File: config.mk
export PLATFORM = sky130hd
export DESIGN_NAME = fst_unit
export DESIGN_NICKNAME = d
export VERILOG_FILES = /design/src/verilog/fst_unit.v
export VERILOG_INCLUDE_DIRS = /design/src /design/src/verilog
export SDC_FILE = /design/constraint.sdc
export NUM_CORES = 1
export LEC_CHECK = 0
export ABC_AREA = 1
export BUFFER_PORTS_ARGS = -buffer_cell sky130_fd_sc_hd__buf_2
export CAP_MARGIN = 20
export CORE_MARGIN = 3
export CORE_UTILIZATION = 55
export CTS_BUF_LIST = sky130_fd_sc_hd__clkbuf_16
export DETAILED_ROUTE_END_ITERATION = 10
export PLACE_DENSITY = 0.85
export SYNTH_ARGS = -nofsm -noshare
export SYNTH_HDL_FRONTEND = slang
export SYNTH_SLANG_ARGS = --single-unit
File: constraint.sdc
create_clock -name hclk -period 5 [get_ports hclk]
set_input_delay 1 -clock hclk [delete_from_list [all_inputs] [get_ports hclk]]
set_output_delay 1 -clock hclk [all_outputs]
set_load 0.005 [all_outputs]
File: src/verilog/fst_map.vh
// Constants for the floating-point status and trap unit
// What this block does
// RULE1 - Fifth return word: carry in bit 0, return address in bits 1-15
// RULE2 - Saved return address is the word after the faulting instruction
// RULE3 - Taking a fault clears trap enable before entering the handler
// RULE4 - Handler software sets trap enable again before resuming
// RULE5 - Status updates after every completed instruction, then fault check
// RULE6 - Compare sets zero and negative flags from the outcome
// RULE7 - Never-skip never skips; always-skip always skips
// RULE8 - Skip on zero flag one; skip-nonzero on zero flag zero
// RULE9 - Skip on negative zero; skip-negative on negative one
// RULE10 - Skip-positive only when zero and negative both zero
// RULE11 - Skip-not-positive when zero or negative is one
// RULE12 - Single-flag skips skip when the named error flag is zero
// RULE13 - Skip-no-error skips when status bits 1-4 are zero
// RULE14 - Paired skips skip only when both named flags are zero
// RULE15 - Clear-errors zeroes bits 0-4, keeps the rest
// RULE16 - Load-status copies two memory words into the status word
// RULE17 - Store-status writes the status word to two memory words
// RULE18 - Trap-disable clears trap enable; trap-enable sets it
// RULE19 - Bit layout: any,ovf,unf,dvz,mof,te,z,n; any = OR of 1-4
// RULE20 - With trap enable one, any error bit set causes a trap; code traps only on a done command with nonzero error inputs
// RULE21 - Trap before next instruction, push five words, jump via 45 octal; code stores only the fifth word (blk_reg[4])
// RULE22 - Fault records instruction address in 15-bit fault address field
// RULE23 - Taken skip advances past one extra word; else normal advance
`ifndef FST_MAP_VH
`define FST_MAP_VH
// ========================================
// Register offsets
`define FST_OFF_STAT0 8'h00
`define FST_OFF_STAT1 8'h04
`define FST_OFF_CMD 8'h08
`define FST_OFF_RESULT 8'h0c
`define FST_OFF_PC 8'h10
`define FST_OFF_TRAP 8'h14
`define FST_OFF_BLK 8'h18
// ========================================
// Status bit positions
`define FST_B_ANY 0
`define FST_B_OVF 1
`define FST_B_UNF 2
`define FST_B_DVZ 3
`define FST_B_MOF 4
`define FST_B_TE 5
`define FST_B_Z 6
`define FST_B_N 7
`define FST_B_RES 9
`define FST_IMPL_CODE 4'h5
`define FST_TRAP_VECTOR 16'h0025
// ========================================
// Command codes
`define FST_OP_NONE 5'h00
`define FST_OP_DONE 5'h01
`define FST_OP_CMP 5'h02
`define FST_OP_NS 5'h03
`define FST_OP_SA 5'h04
`define FST_OP_SEQ 5'h05
`define FST_OP_SNE 5'h06
`define FST_OP_SGE 5'h07
`define FST_OP_SLT 5'h08
`define FST_OP_SGT 5'h09
`define FST_OP_SLE 5'h0a
`define FST_OP_SND 5'h0b
`define FST_OP_SNER 5'h0c
`define FST_OP_SNM 5'h0d
`define FST_OP_SNO 5'h0e
`define FST_OP_SNU 5'h0f
`define FST_OP_SNOD 5'h10
`define FST_OP_SNUD 5'h11
`define FST_OP_SNUO 5'h12
`define FST_OP_CLE 5'h13
`define FST_OP_LST 5'h14
`define FST_OP_SST 5'h15
`define FST_OP_TD 5'h16
`define FST_OP_TE 5'h17
`endif

File: src/verilog/fst_unit.v
// Floating-point status, skip and trap unit with AHB-Lite registers
//
// Our own choices: the AHB-Lite register port and the register offsets.
`timescale 1ns/1ps
`include "fst_map.vh"
module fst_unit (
	input wire hclk,
	input wire hresetn,
	input wire hsel,
	input wire [31:0] haddr,
	input wire [1:0] htrans,
	input wire hwrite,
	input wire [2:0] hsize,
	input wire [31:0] hwdata,
	input wire hready,
	output wire [31:0] hrdata,
	output wire hreadyout,
	output wire hresp,
	output reg trap_pulse,
	output reg skip_taken
);
	// ========================================
	// Bus address phase capture
	reg wr_reg;
	reg rd_reg;
	reg [7:0] addr_reg;
	wire take = hsel & hready & htrans[1];
	always @(posedge hclk or negedge hresetn) begin
		if (!hresetn) begin
			wr_reg <= 1'b0;
			rd_reg <= 1'b0;
			addr_reg <= 8'h00;
		end else begin
			wr_reg <= take & hwrite;
			rd_reg <= take & ~hwrite;
			addr_reg <= haddr[7:0];
		end
	end
	assign hreadyout = 1'b1;
	assign hresp = 1'b0;

	// ========================================
	// State
	reg [7:0] flags_reg;
	reg res_reg;
	reg [14:0] fault_pc_reg;
	reg [15:0] pc_reg;
	reg carry_reg;
	reg [31:0] result_reg;
	reg [31:0] store_reg;
	reg [4:0] trap_cnt_reg;
	reg [15:0] blk_reg [0:4];

	wire [15:0] stat_w0 = {`FST_IMPL_CODE, 2'b00, res_reg, 1'b0,
		flags_reg[7:1], |flags_reg[4:1]}; // RULE19
	wire [15:0] stat_w1 = {1'b0, fault_pc_reg};

	// Skip evaluation
	function skip_eval;
		input [4:0] op;
		input [7:0] f;
		begin
			case (op)
				`FST_OP_NS: skip_eval = 1'b0; // RULE7
				`FST_OP_SA: skip_eval = 1'b1; // RULE7
				`FST_OP_SEQ: skip_eval = f[`FST_B_Z]; // RULE8
				`FST_OP_SNE: skip_eval = ~f[`FST_B_Z]; // RULE8
				`FST_OP_SGE: skip_eval = ~f[`FST_B_N]; // RULE9
				`FST_OP_SLT: skip_eval = f[`FST_B_N]; // RULE9
				`FST_OP_SGT: skip_eval = ~(f[`FST_B_Z] | f[`FST_B_N]); // RULE10
				`FST_OP_SLE: skip_eval = f[`FST_B_Z] | f[`FST_B_N]; // RULE11
				`FST_OP_SND: skip_eval = ~f[`FST_B_DVZ]; // RULE12
				`FST_OP_SNM: skip_eval = ~f[`FST_B_MOF]; // RULE12
				`FST_OP_SNO: skip_eval = ~f[`FST_B_OVF]; // RULE12
				`FST_OP_SNU: skip_eval = ~f[`FST_B_UNF]; // RULE12
				`FST_OP_SNER: skip_eval = ~|f[4:1]; // RULE13
				`FST_OP_SNOD: skip_eval = ~(f[1] | f[3]); // RULE14
				`FST_OP_SNUD: skip_eval = ~(f[2] | f[3]); // RULE14
				`FST_OP_SNUO: skip_eval = ~(f[2] | f[1]); // RULE14
				default: skip_eval = 1'b0;
			endcase
		end
	endfunction

	// ========================================
	// Command decode from a bus write
	wire cmd_wr = wr_reg & (addr_reg == `FST_OFF_CMD);
	wire [4:0] op = hwdata[4:0];
	wire [3:0] err_in = hwdata[11:8];
	wire z_in = hwdata[12];
	wire n_in = hwdata[13];
	wire carry_in = hwdata[14];
	wire [15:0] ipc_in = hwdata[31:16];
	wire cmd_busy = (trap_cnt_reg != 5'd0);

	reg [7:0] f_next;
	reg res_next;
	reg [14:0] fpc_next;
	reg trap_next;
	always @* begin
		f_next = flags_reg;
		res_next = res_reg;
		fpc_next = fault_pc_reg;
		if (cmd_wr & ~cmd_busy) begin
			case (op)
				`FST_OP_DONE: begin
					f_next[4:1] = flags_reg[4:1] | err_in; // RULE5
					f_next[`FST_B_Z] = z_in;
					f_next[`FST_B_N] = n_in;
				end
				`FST_OP_CMP: begin
					f_next[`FST_B_Z] = z_in; // RULE6
					f_next[`FST_B_N] = n_in; // RULE6
				end
				`FST_OP_CLE: f_next[4:0] = 5'h00; // RULE15
				`FST_OP_TD: f_next[`FST_B_TE] = 1'b0; // RULE18
				`FST_OP_TE: f_next[`FST_B_TE] = 1'b1; // RULE18
				`FST_OP_LST: begin
					f_next = store_reg[7:0]; // RULE16
					res_next = store_reg[`FST_B_RES];
					fpc_next = store_reg[30:16]; // RULE16
				end
				default: f_next = flags_reg;
			endcase
		end
		f_next[`FST_B_ANY] = |f_next[4:1]; // RULE19
		trap_next = 1'b0;
		if (cmd_wr & ~cmd_busy & (op == `FST_OP_DONE) &&
			flags_reg[`FST_B_TE] && (|err_in)) begin
			trap_next = 1'b1; // RULE20
			f_next[`FST_B_TE] = 1'b0; // RULE3
			fpc_next = ipc_in[14:0]; // RULE22
		end
	end

	// ========================================
	// Status, program counter, return block
	integer i;
	always @(posedge hclk or negedge hresetn) begin
		if (!hresetn) begin
			flags_reg <= 8'h00;
			res_reg <= 1'b0;
			fault_pc_reg <= 15'h0000;
			pc_reg <= 16'h0000;
			carry_reg <= 1'b0;
			result_reg <= 32'h0;
			store_reg <= 32'h0;
			trap_cnt_reg <= 5'd0;
			trap_pulse <= 1'b0;
			skip_taken <= 1'b0;
			for (i = 0; i < 5; i = i + 1)
				blk_reg[i] <= 16'h0000;
		end else begin
			flags_reg <= f_next; // RULE5
			res_reg <= res_next;
			fault_pc_reg <= fpc_next;
			trap_pulse <= trap_next;
			skip_taken <= 1'b0;
			if (wr_reg & (addr_reg == `FST_OFF_STAT0))
				store_reg[15:0] <= hwdata[15:0];
			if (wr_reg & (addr_reg == `FST_OFF_STAT1))
				store_reg[31:16] <= hwdata[15:0];
			if (wr_reg & (addr_reg == `FST_OFF_BLK))
				for (i = 0; i < 4; i = i + 1)
					blk_reg[i] <= blk_reg[i];
			if (cmd_wr & ~cmd_busy) begin
				carry_reg <= carry_in;
				if (skip_eval(op, flags_reg)) begin
					pc_reg <= ipc_in + 16'd2; // RULE23
					skip_taken <= 1'b1;
				end else
					pc_reg <= ipc_in + 16'd1; // RULE23
				if (op == `FST_OP_SST)
					result_reg <= {stat_w1, stat_w0}; // RULE17
				else
					result_reg <= {27'h0, op};
			end
			if (trap_next) begin
				// RULE21
				trap_cnt_reg <= 5'd5;
				blk_reg[4] <= {ipc_in[14:0] + 15'd1, carry_in}; // RULE1 RULE2
			end else if (cmd_busy) begin
				trap_cnt_reg <= trap_cnt_reg - 5'd1;
				if (trap_cnt_reg == 5'd1)
					pc_reg <= `FST_TRAP_VECTOR; // RULE21
			end
		end
	end

	// ========================================
	// Read mux
	reg [31:0] rd_mux;
	always @* begin
		case (addr_reg)
			`FST_OFF_STAT0: rd_mux = {16'h0, stat_w0};
			`FST_OFF_STAT1: rd_mux = {16'h0, stat_w1};
			`FST_OFF_RESULT: rd_mux = result_reg;
			`FST_OFF_PC: rd_mux = {15'h0, carry_reg, pc_reg};
			`FST_OFF_TRAP: rd_mux = {27'h0, trap_cnt_reg};
			`FST_OFF_BLK: rd_mux = {16'h0, blk_reg[4]};
			default: rd_mux = 32'h0;
		endcase
	end
	assign hrdata = rd_reg ? rd_mux : 32'h0;
endmodule // fst_unit

# Yosys cells after proc, flatten, opt, wreduce, memory -nomap -nowiden
# Cells that the tools add are included.
# word_totals
latch_bits	0
inputBits	74
ff_bits	131
output_inout_bits	36
ram_bits	0
rom_bits	0
mem_count	0
# classes
bitwise_logic	26
n_lt_le_gt_ge	0
shift	0
add_sub_neg	4
eq_ne	29
mul	0
reduce_logical	18
div	0
mux	24
# op_table
cell	count
$pmux W32 S6	1
$mux W16	5
$mux W15	3
$eq A5 B4 Y1 const B	8
$eq A5 B5 Y1 const B	8
$mux W32	1
$mux W31	1
$eq A8 B5 Y1 const B	3
$eq A5 B3 Y1 const B	4
$add A16 B1 Y16 const B	1
$add A16 B2 Y16 const B	1
$eq A8 B4 Y1 const B	2
$add A15 B1 Y15 const B	1
$pmux W1 S15	1
$not A1 Y1	12
$pmux W4 S3	1
$reduce_or A4 Y1	3
$eq A5 B1 Y1 const B	2
$mux W5	2
$and A1 B1 Y1	9
$eq A8 B3 Y1 const B	1
$logic_not A8 Y1	1
$reduce_and A2 Y1	4
$reduce_bool A2 Y1	4
other kinds (14)	22

# Longest topological paths before layout
# Gate-level depths: netlist of the first run.
# logic_depth
word_depth	9
depth_mapped	13

# Least setup slack after synthesis of the first run
# OpenSTA, ideal clock, no wires.
# synth_path
path_kind	reg2out
startpoint	reg addr_reg[1]
endpoint	out hrdata[13]
path_slack_ns	2.584
arrival_time_ns	1.416
path_stages_with_launch	11
path_buffers	1
required_time_ns	4.000
path_cell_list	dfrtp_1 -> nor2_1 -> nand3_2 -> inv_1 -> nand2_1 -> inv_2 -> buf_2 -> nand2_1 -> o211ai_1 -> nand2_1 -> inv_1
# synth_between
elab_chain_cells	3
elab_cells_between_ends	8
cone_classes	eq/ne: 5; mux: 2; reduce/logical: 1
# synth_lines
item	line	source
start, declared	fst_unit.v:26	reg [7:0] addr_reg;
start signal, assigned	fst_unit.v:36	addr_reg <= haddr[7:0];
$eq A8 B5 Y1 (tied with other cells)	fst_unit.v:194	case (addr_reg)
$pmux W32 S6 (*)	fst_unit.v:194	
$mux W32 (*)	fst_unit.v:204	assign hrdata = rd_reg ? rd_mux : 32'h0;
end, declared	fst_unit.v:16	output wire [31:0] hrdata,
# Every way passes the cells marked *; elsewhere a longest branch is shown, timed or not.

# Final worst setup path of the first run
# layout_path
startpoint	reg addr_reg[1]
endpoint	out hrdata[6]
# Same word-level chain as after synthesis.

==> results of run 1 <==
[critical path, stage by stage (launching register included)]
cell,delay [ps]
dfrtp_1,350
nor2_1,250
inv_1,100
nor2_1,230
nand3_2,260
o21ai_0,200
o21ai_1,300
a31oi_1,330
buf_2,160
[logic make-up after synthesis]
group                      Yosys count  share of synthesized area (%)
other                                2                          0.111
xor gates and xnor gates            21                           2.71
buffers and inverters              161                           10.1
adders and majority gates            5                          0.921
muxes                                2                          0.295
DFF                                121                           44.6
AOI/OAI and AO/OA                  167                           14.4
and+or+nand+nor                    393                           26.9
[how the worst min path moves through the flow]
stage               slack [ps]          start            end  depth (start not counted)
CTS                        480     blk_reg[4]     blk_reg[4]                          2
global placement           460     blk_reg[4]     blk_reg[4]                          2
global route               500  store_reg[20]  store_reg[20]                          2
finish                     480     blk_reg[4]     blk_reg[4]                          2
floorplan                  450     blk_reg[4]     blk_reg[4]                          2
detailed placement         470    blk_reg[13]    blk_reg[13]                          2
[per-stage QoR]
step           utilization (%)  hold WS [ps]
4_1_cts                   67.2           481
3_5_place_dp              61.6           466
5_1_grt                   67.2           505
2_1_floorplan                -           449
3_3_place_gp              61.6           465
6_report                  67.2           484
[layout make-up]
cell class / count / area share, %
Multi-Input combinational cell: 591 / 39.1
Sequential cell: 121 / 38.3
Inverter: 135 / 6.49
Clock buffer: 17 / 5.39
Timing Repair Buffer: 80 / 5.20
Clock inverter: 15 / 2.91
Tap cell: 164 / 2.60
[power by group through the flow]
stage               clock network, mW  logic, mW  registers, mW
floorplan                           0      0.166           1.06
global placement                    0      0.243           1.07
detailed placement                  0      0.256           1.07
CTS                              1.38      0.258           1.05
global route                     1.42      0.289           1.06
finish                           1.38      0.259           1.05
[layer usage]
layer	wire length (microns)	track usage [%]	vias up
li1	-	-	2958
met1	7760	40.2	2981
met2	8890	46.9	395
met3	2100	7.04	82
met4	703	12.2	0
met5	0	0	-
[cell usage after synthesis (6+ instances only)]
cell type	count
nand2_1	203
inv_1	123
dfrtp_1	121
nor2_1	96
o21ai_0	52
nand3_1	34
o22ai_1	33
a21oi_1	31
o21ai_1	20
xor2_1	19
nand4_1	13
buf_2	11
nor3_1	11
a31oi_1	9
inv_2	8
o211ai_1	8
nor2_2	7
buf_4	6
nand3_2	6
==> impl_metrics.tcl, run 1 <==
set metrics [dict create \
    ys_seq_area_share_pct 44.6 \
    grt_setup_unrepaired "no" \
    final_common_cell "nand2_1" \
    clock_latency_ps 430 \
    nets 1025 \
    r2r_slack_ps 2300 \
    grt_pass1_vias 5975 \
    cts_max_level 4 \
    coreArea_sq_mm 0.0118 \
    root_buffer "clkbuf_16" \
    place_inst 1091 \
    die_h_microns 117 \
    start_util_pct 57.8 \
    async_flop_share_pct 100 \
    cts_buffers 17 \
    antenna_found_initial 0 \
    fmax_mhz 276 \
    nFillCells 979 \
    switchingPower_mw 0.667 \
    layout_common_cells "nand2_1 (203), inv_1 (124), dfrtp_1 (121)" \
    stdcell_count 1123 \
    dieArea_sq_mm 0.0137 \
    grt_usage_pct 29.9 \
    num_vias 6416 \
    maxCapViolCount 0 \
    worstSetupEndpoint "hrdata[6]" \
    diodes 0 \
    largest_reg_flops 25 \
    status "finished, final reports clean" \
    synth_edf_count 0 \
    dpl_worst_slack_ps 1930 \
    ys.warnings.count 0 \
    drt_wl_total_microns 19400 \
    power_density_mw_per_mm2 341 \
    drive_above_1_share_pct 16.9 \
    max_slew_margin_pct 40.9 \
    place_congestion 0.939 \
    p_seq_share_pct 39.1 \
    final_area_sq_mm 0.00790 \
    multi_input_area_sq_mm 0.00309 \
    postCtsSetupRepairBufs 0 \
    drt-vias-per-instance 5.71 \
    drc 0 \
    ys_ff_latch 121 \
    synth_top_area_share_pct 44.6 \
    netlist_area_sq_mm 0.00680 \
    syn_inst 872 \
    drtPass1Iterations 6 \
    dpl.hpwl_microns 14100 \
    grt-ovfl-total 0 \
    tightest_slew_ps 885 \
    path_class "register to output pin" \
    critPathLaunch "addr_reg[1]" \
    drtAntennaViolNets 0 \
    ys_types 42 \
    total_power_mw 2.69 \
    wl_per_cell_microns 17.3 \
    synth_area_leaders "dfrtp_1 (45%), nand2_1 (11%), inv_1 (6.8%)" \
    finalSetupViolations 0 \
    critPathLaunchType "register" \
    seq_area_sq_mm 0.00303 \
    reg2reg_from "trap_cnt_reg[0]" \
    finalSetupTns_ps 0 \
    cts_tree "built" \
    combPwrFrac_pct 9.6 \
    dominantRegCellSynth "dfrtp_1" \
    ios 110 \
    cp.arrival_ps 2620 \
    reg2reg_to "result_reg[1]" \
    grt_max_degree 48 \
    synth_top_area_cell "dfrtp_1" \
    syn_to_final_growth_pct 16.2 \
    cts.path.max_buffers 2 \
    die_w_microns 117 \
    cp-end-kind "output pin" \
    num_rows 39 \
    required_ps 4000 \
    synth.avg_cell_area_sq_um 7.79 \
    cts_sinks 121 \
    hp-class "register to register" \
    peakVddDrop_uv 265 \
    setup_ws_ps 1380 \
    holdBufCountCts 0 \
    drtIter0Drc 786 \
    port_buffers 77 \
    ff2ff_path_depth 8 \
    layout_min_cycle_time_ps 3620 \
    cts_resized 0 \
    fin_skew_ps 8.91 \
    fin_crit_sh_pct 72.4 \
    clkPwrFrac_pct 51.3 \
    path_max_fanout 10 \
    grt_pass1_wl_microns 30900 \
    clkTransAtPathRegs_ps 50 \
    switching_share_pct 24.8 \
    hold_violations 0 \
    internal-power_mw 2.02 \
    p_leak_nw 4.23 \
    slew_violations 0 \
    placed_cell_area_sq_mm 0.00724 \
]
No activity file was read; power rests on OpenSTA's default activity.
==> run 2: changes to the inputs <==
--- a/config.mk
+++ b/config.mk
@@ -6,14 +6,14 @@
 export SDC_FILE = /design/constraint.sdc
 export NUM_CORES = 1
 export LEC_CHECK = 0
-export ABC_AREA = 1
+export ABC_AREA = 0
 export BUFFER_PORTS_ARGS = -buffer_cell sky130_fd_sc_hd__buf_2
 export CAP_MARGIN = 20
 export CORE_MARGIN = 3
-export CORE_UTILIZATION = 55
+export CORE_UTILIZATION = 51
 export CTS_BUF_LIST = sky130_fd_sc_hd__clkbuf_16
 export DETAILED_ROUTE_END_ITERATION = 10
-export PLACE_DENSITY = 0.85
+export PLACE_DENSITY = 0.84
 export SYNTH_ARGS = -nofsm -noshare
 export SYNTH_HDL_FRONTEND = slang
 export SYNTH_SLANG_ARGS = --single-unit
==> constraint.sdc (replaced) <==
create_clock -name hclk -period 3.2 [get_ports hclk]
set_input_delay 0.64 -clock hclk [delete_from_list [all_inputs] [get_ports hclk]]
set_output_delay 0.64 -clock hclk [all_outputs]
set_load 0.005 [all_outputs]
==> impl_metrics.tcl, run 2 <==
set metrics [dict create \
    status "finished, final reports clean" \
    ff2ff_path_depth 7 \
    largest_reg_flops 25 \
    fmax_mhz 320 \
    dpl_worst_slack_ps 362 \
    reg2reg_from "trap_cnt_reg[2]" \
    grt_max_degree 56 \
    yosysMostFrequentCell "dfrtp_1" \
    start_util_pct 52.9 \
    cts_sinks 121 \
    cts_tree "built" \
    drtIter0Drc 673 \
    final_common_cell "dfrtp_1" \
    place_congestion 1.03 \
    nets 809 \
    path_cells "nor3_2, nand2_1, nor3_1, buf_4, a221oi_1, a21boi_0, buf_2" \
    die_h_microns 116 \
    netlist_area_sq_mm 0.00615 \
    critPathBufInv 2 \
    finalSetupViolations 0 \
    grt-ovfl-total 0 \
    slew_violations 0 \
    dieArea_sq_mm 0.0134 \
    fin_skew_ps 5.63 \
    ys.warnings.count 0 \
    cp-end-kind "output pin" \
    cts_max_level 4 \
    setup_ws_ps 77.6 \
    syn_inst 660 \
    drtPass1Iterations 8 \
    cp_top_family "simple AND/OR/NAND/NOR gates" \
    fin_crit_sh_pct 97.6 \
    grt_pass1_wl_microns 28900 \
    grt_usage_pct 28.2 \
    max_slew_margin_pct 49.4 \
    root_buffer "clkbuf_16" \
    critPathLaunchType "register" \
    hp-class "input port to async pin" \
    path_max_fanout 15 \
    path_class "register to output pin" \
    ys_seq_area_share_pct 49.3 \
    stdcell_count 887 \
    synth.avg_cell_area_sq_um 9.31 \
    clkTransAtPathRegs_ps 50 \
    drtAntennaViolNets 0 \
    place_inst 851 \
    dpl.hpwl_microns 12400 \
    synth_area_leaders "dfrtp_1 (49%), nand2_1 (6.4%), a21oi_1 (3.9%)" \
    synth_top_area_share_pct 49.3 \
    ios 110 \
    timing.hold.ws_ps 202 \
    clock_latency_ps 410 \
    required_ps 2560 \
    hold_violations 0 \
    ys_ff_latch 121 \
    maxCapViolCount 0 \
    nFillCells 963 \
    cts.path.max_buffers 2 \
    synthTopCellsByCount "dfrtp_1 (121), nand2_1 (104), a21oi_1 (48)" \
    crit_slowest_cell "dfrtp_1" \
    synth_edf_count 0 \
    total_power_mw 3.87 \
    reg2reg_to "flags_reg[6]" \
    cpPeakStageDelay_ps 410 \
    layout_min_cycle_time_ps 3120 \
    ys_types 59 \
    drt_wl_total_microns 18200 \
    p_leak_nw 3.29 \
    r2r_slack_ps 640 \
    wl_per_cell_microns 20.5 \
    layout_common_cells "dfrtp_1 (121), nand2_1 (103), buf_2 (76)" \
    async_flop_share_pct 100 \
    power_density_mw_per_mm2 531 \
    num_vias 5814 \
    drive_above_1_share_pct 21.3 \
    synth_top_area_cell "dfrtp_1" \
    cp.arrival_ps 2480 \
    cts_buffers 17 \
    finalSetupTns_ps 0 \
    die_w_microns 116 \
    peakVddDrop_uv 286 \
    syn_to_final_growth_pct 18.5 \
    grt_setup_unrepaired "no" \
    grt_pass1_vias 5750 \
    drt-vias-per-instance 6.55 \
    antenna_found_initial 1 \
    drc 0 \
    coreArea_sq_mm 0.0116 \
    port_buffers 77 \
    tightest_slew_ps 753 \
    num_rows 39 \
    dominantRegCellSynth "dfrtp_1" \
]
-- run 2: cell types whose count changed in the layout (fill, tap and decap cells not counted), moves of 14 or more --
cell,before,now
and3_1,0,19
a21oi_1,31,46
o22ai_1,33,15
o21ai_0,52,38
nor2_1,96,41
nand2_1,203,103
mux2_2,0,21
inv_1,124,9
-- run 2: logic make-up (layout without fill, tap and decap cells) --
group,Yosys count,in the layout,share of synthesized area [%]
buffers and inverters,54,136,3.75
and+or+nand+nor,256,256,19.8
adders and majority gates,5,5,1.02
other,2,4,0.122
AOI/OAI and AO/OA,164,164,16.8
muxes,28,28,4.99
xor gates and xnor gates,30,30,4.28
DFF,121,121,49.3
-- run 2: through the flow --
step	utilization, %	cell area (sq um)
6_report	62.7	7290
5_1_grt	62.7	7290
4_1_cts	62.3	7240
3_5_place_dp	57.4	6670
3_3_place_gp	57.4	6670
2_1_floorplan	-	6150
-- run 2: worst max path at each step --
stage	start	end	slack (ps)	depth (start not counted)
CTS	addr_reg[4]	hrdata[5]	5	8
detailed placement	hwdata[1]	pc_reg[14]	360	8
global placement	addr_reg[4]	hrdata[9]	460	8
global route	addr_reg[4]	hrdata[3]	10	8
floorplan	addr_reg[4]	hrdata[4]	650	6
finish	addr_reg[5]	hrdata[3]	80	7
-- run 2: timing repair --
action / 4_1_cts / 5_1_grt
hold buffers: 0 / 0
resized for setup: 2 / 8
endpoints found under the setup margin: 8 / 16
buffers inserted: 0 / 3
-- run 2: cell type report --
type	instances	area, sq um	area share, %
Antenna cell	1	2.50	0.0343
Clock buffer	17	425	5.84
Clock inverter	15	136	1.87
Inverter	8	30.0	0.412
Multi-Input combinational cell	486	2930	40.2
Sequential cell	121	3030	41.6
Tap cell	143	179	2.46
Timing Repair Buffer	96	559	7.68
-- run 2: per-layer routing --
metal,global-route usage (%),vias to the layer above,routed length [microns]
li1,-,2504,-
met1,37.0,2816,6930
met2,43.6,424,8740
met3,6.48,70,1850
met4,15.2,0,684
met5,0,-,0
-- run 2: power breakdown --
| group | switching (mW) | leakage, nW | internal, mW |
|---|---|---|---|
| clock | 0.681 | 0.278 | 1.13 |
| combinational | 0.248 | 1.57 | 0.154 |
| sequential | 0.0688 | 1.44 | 1.59 |
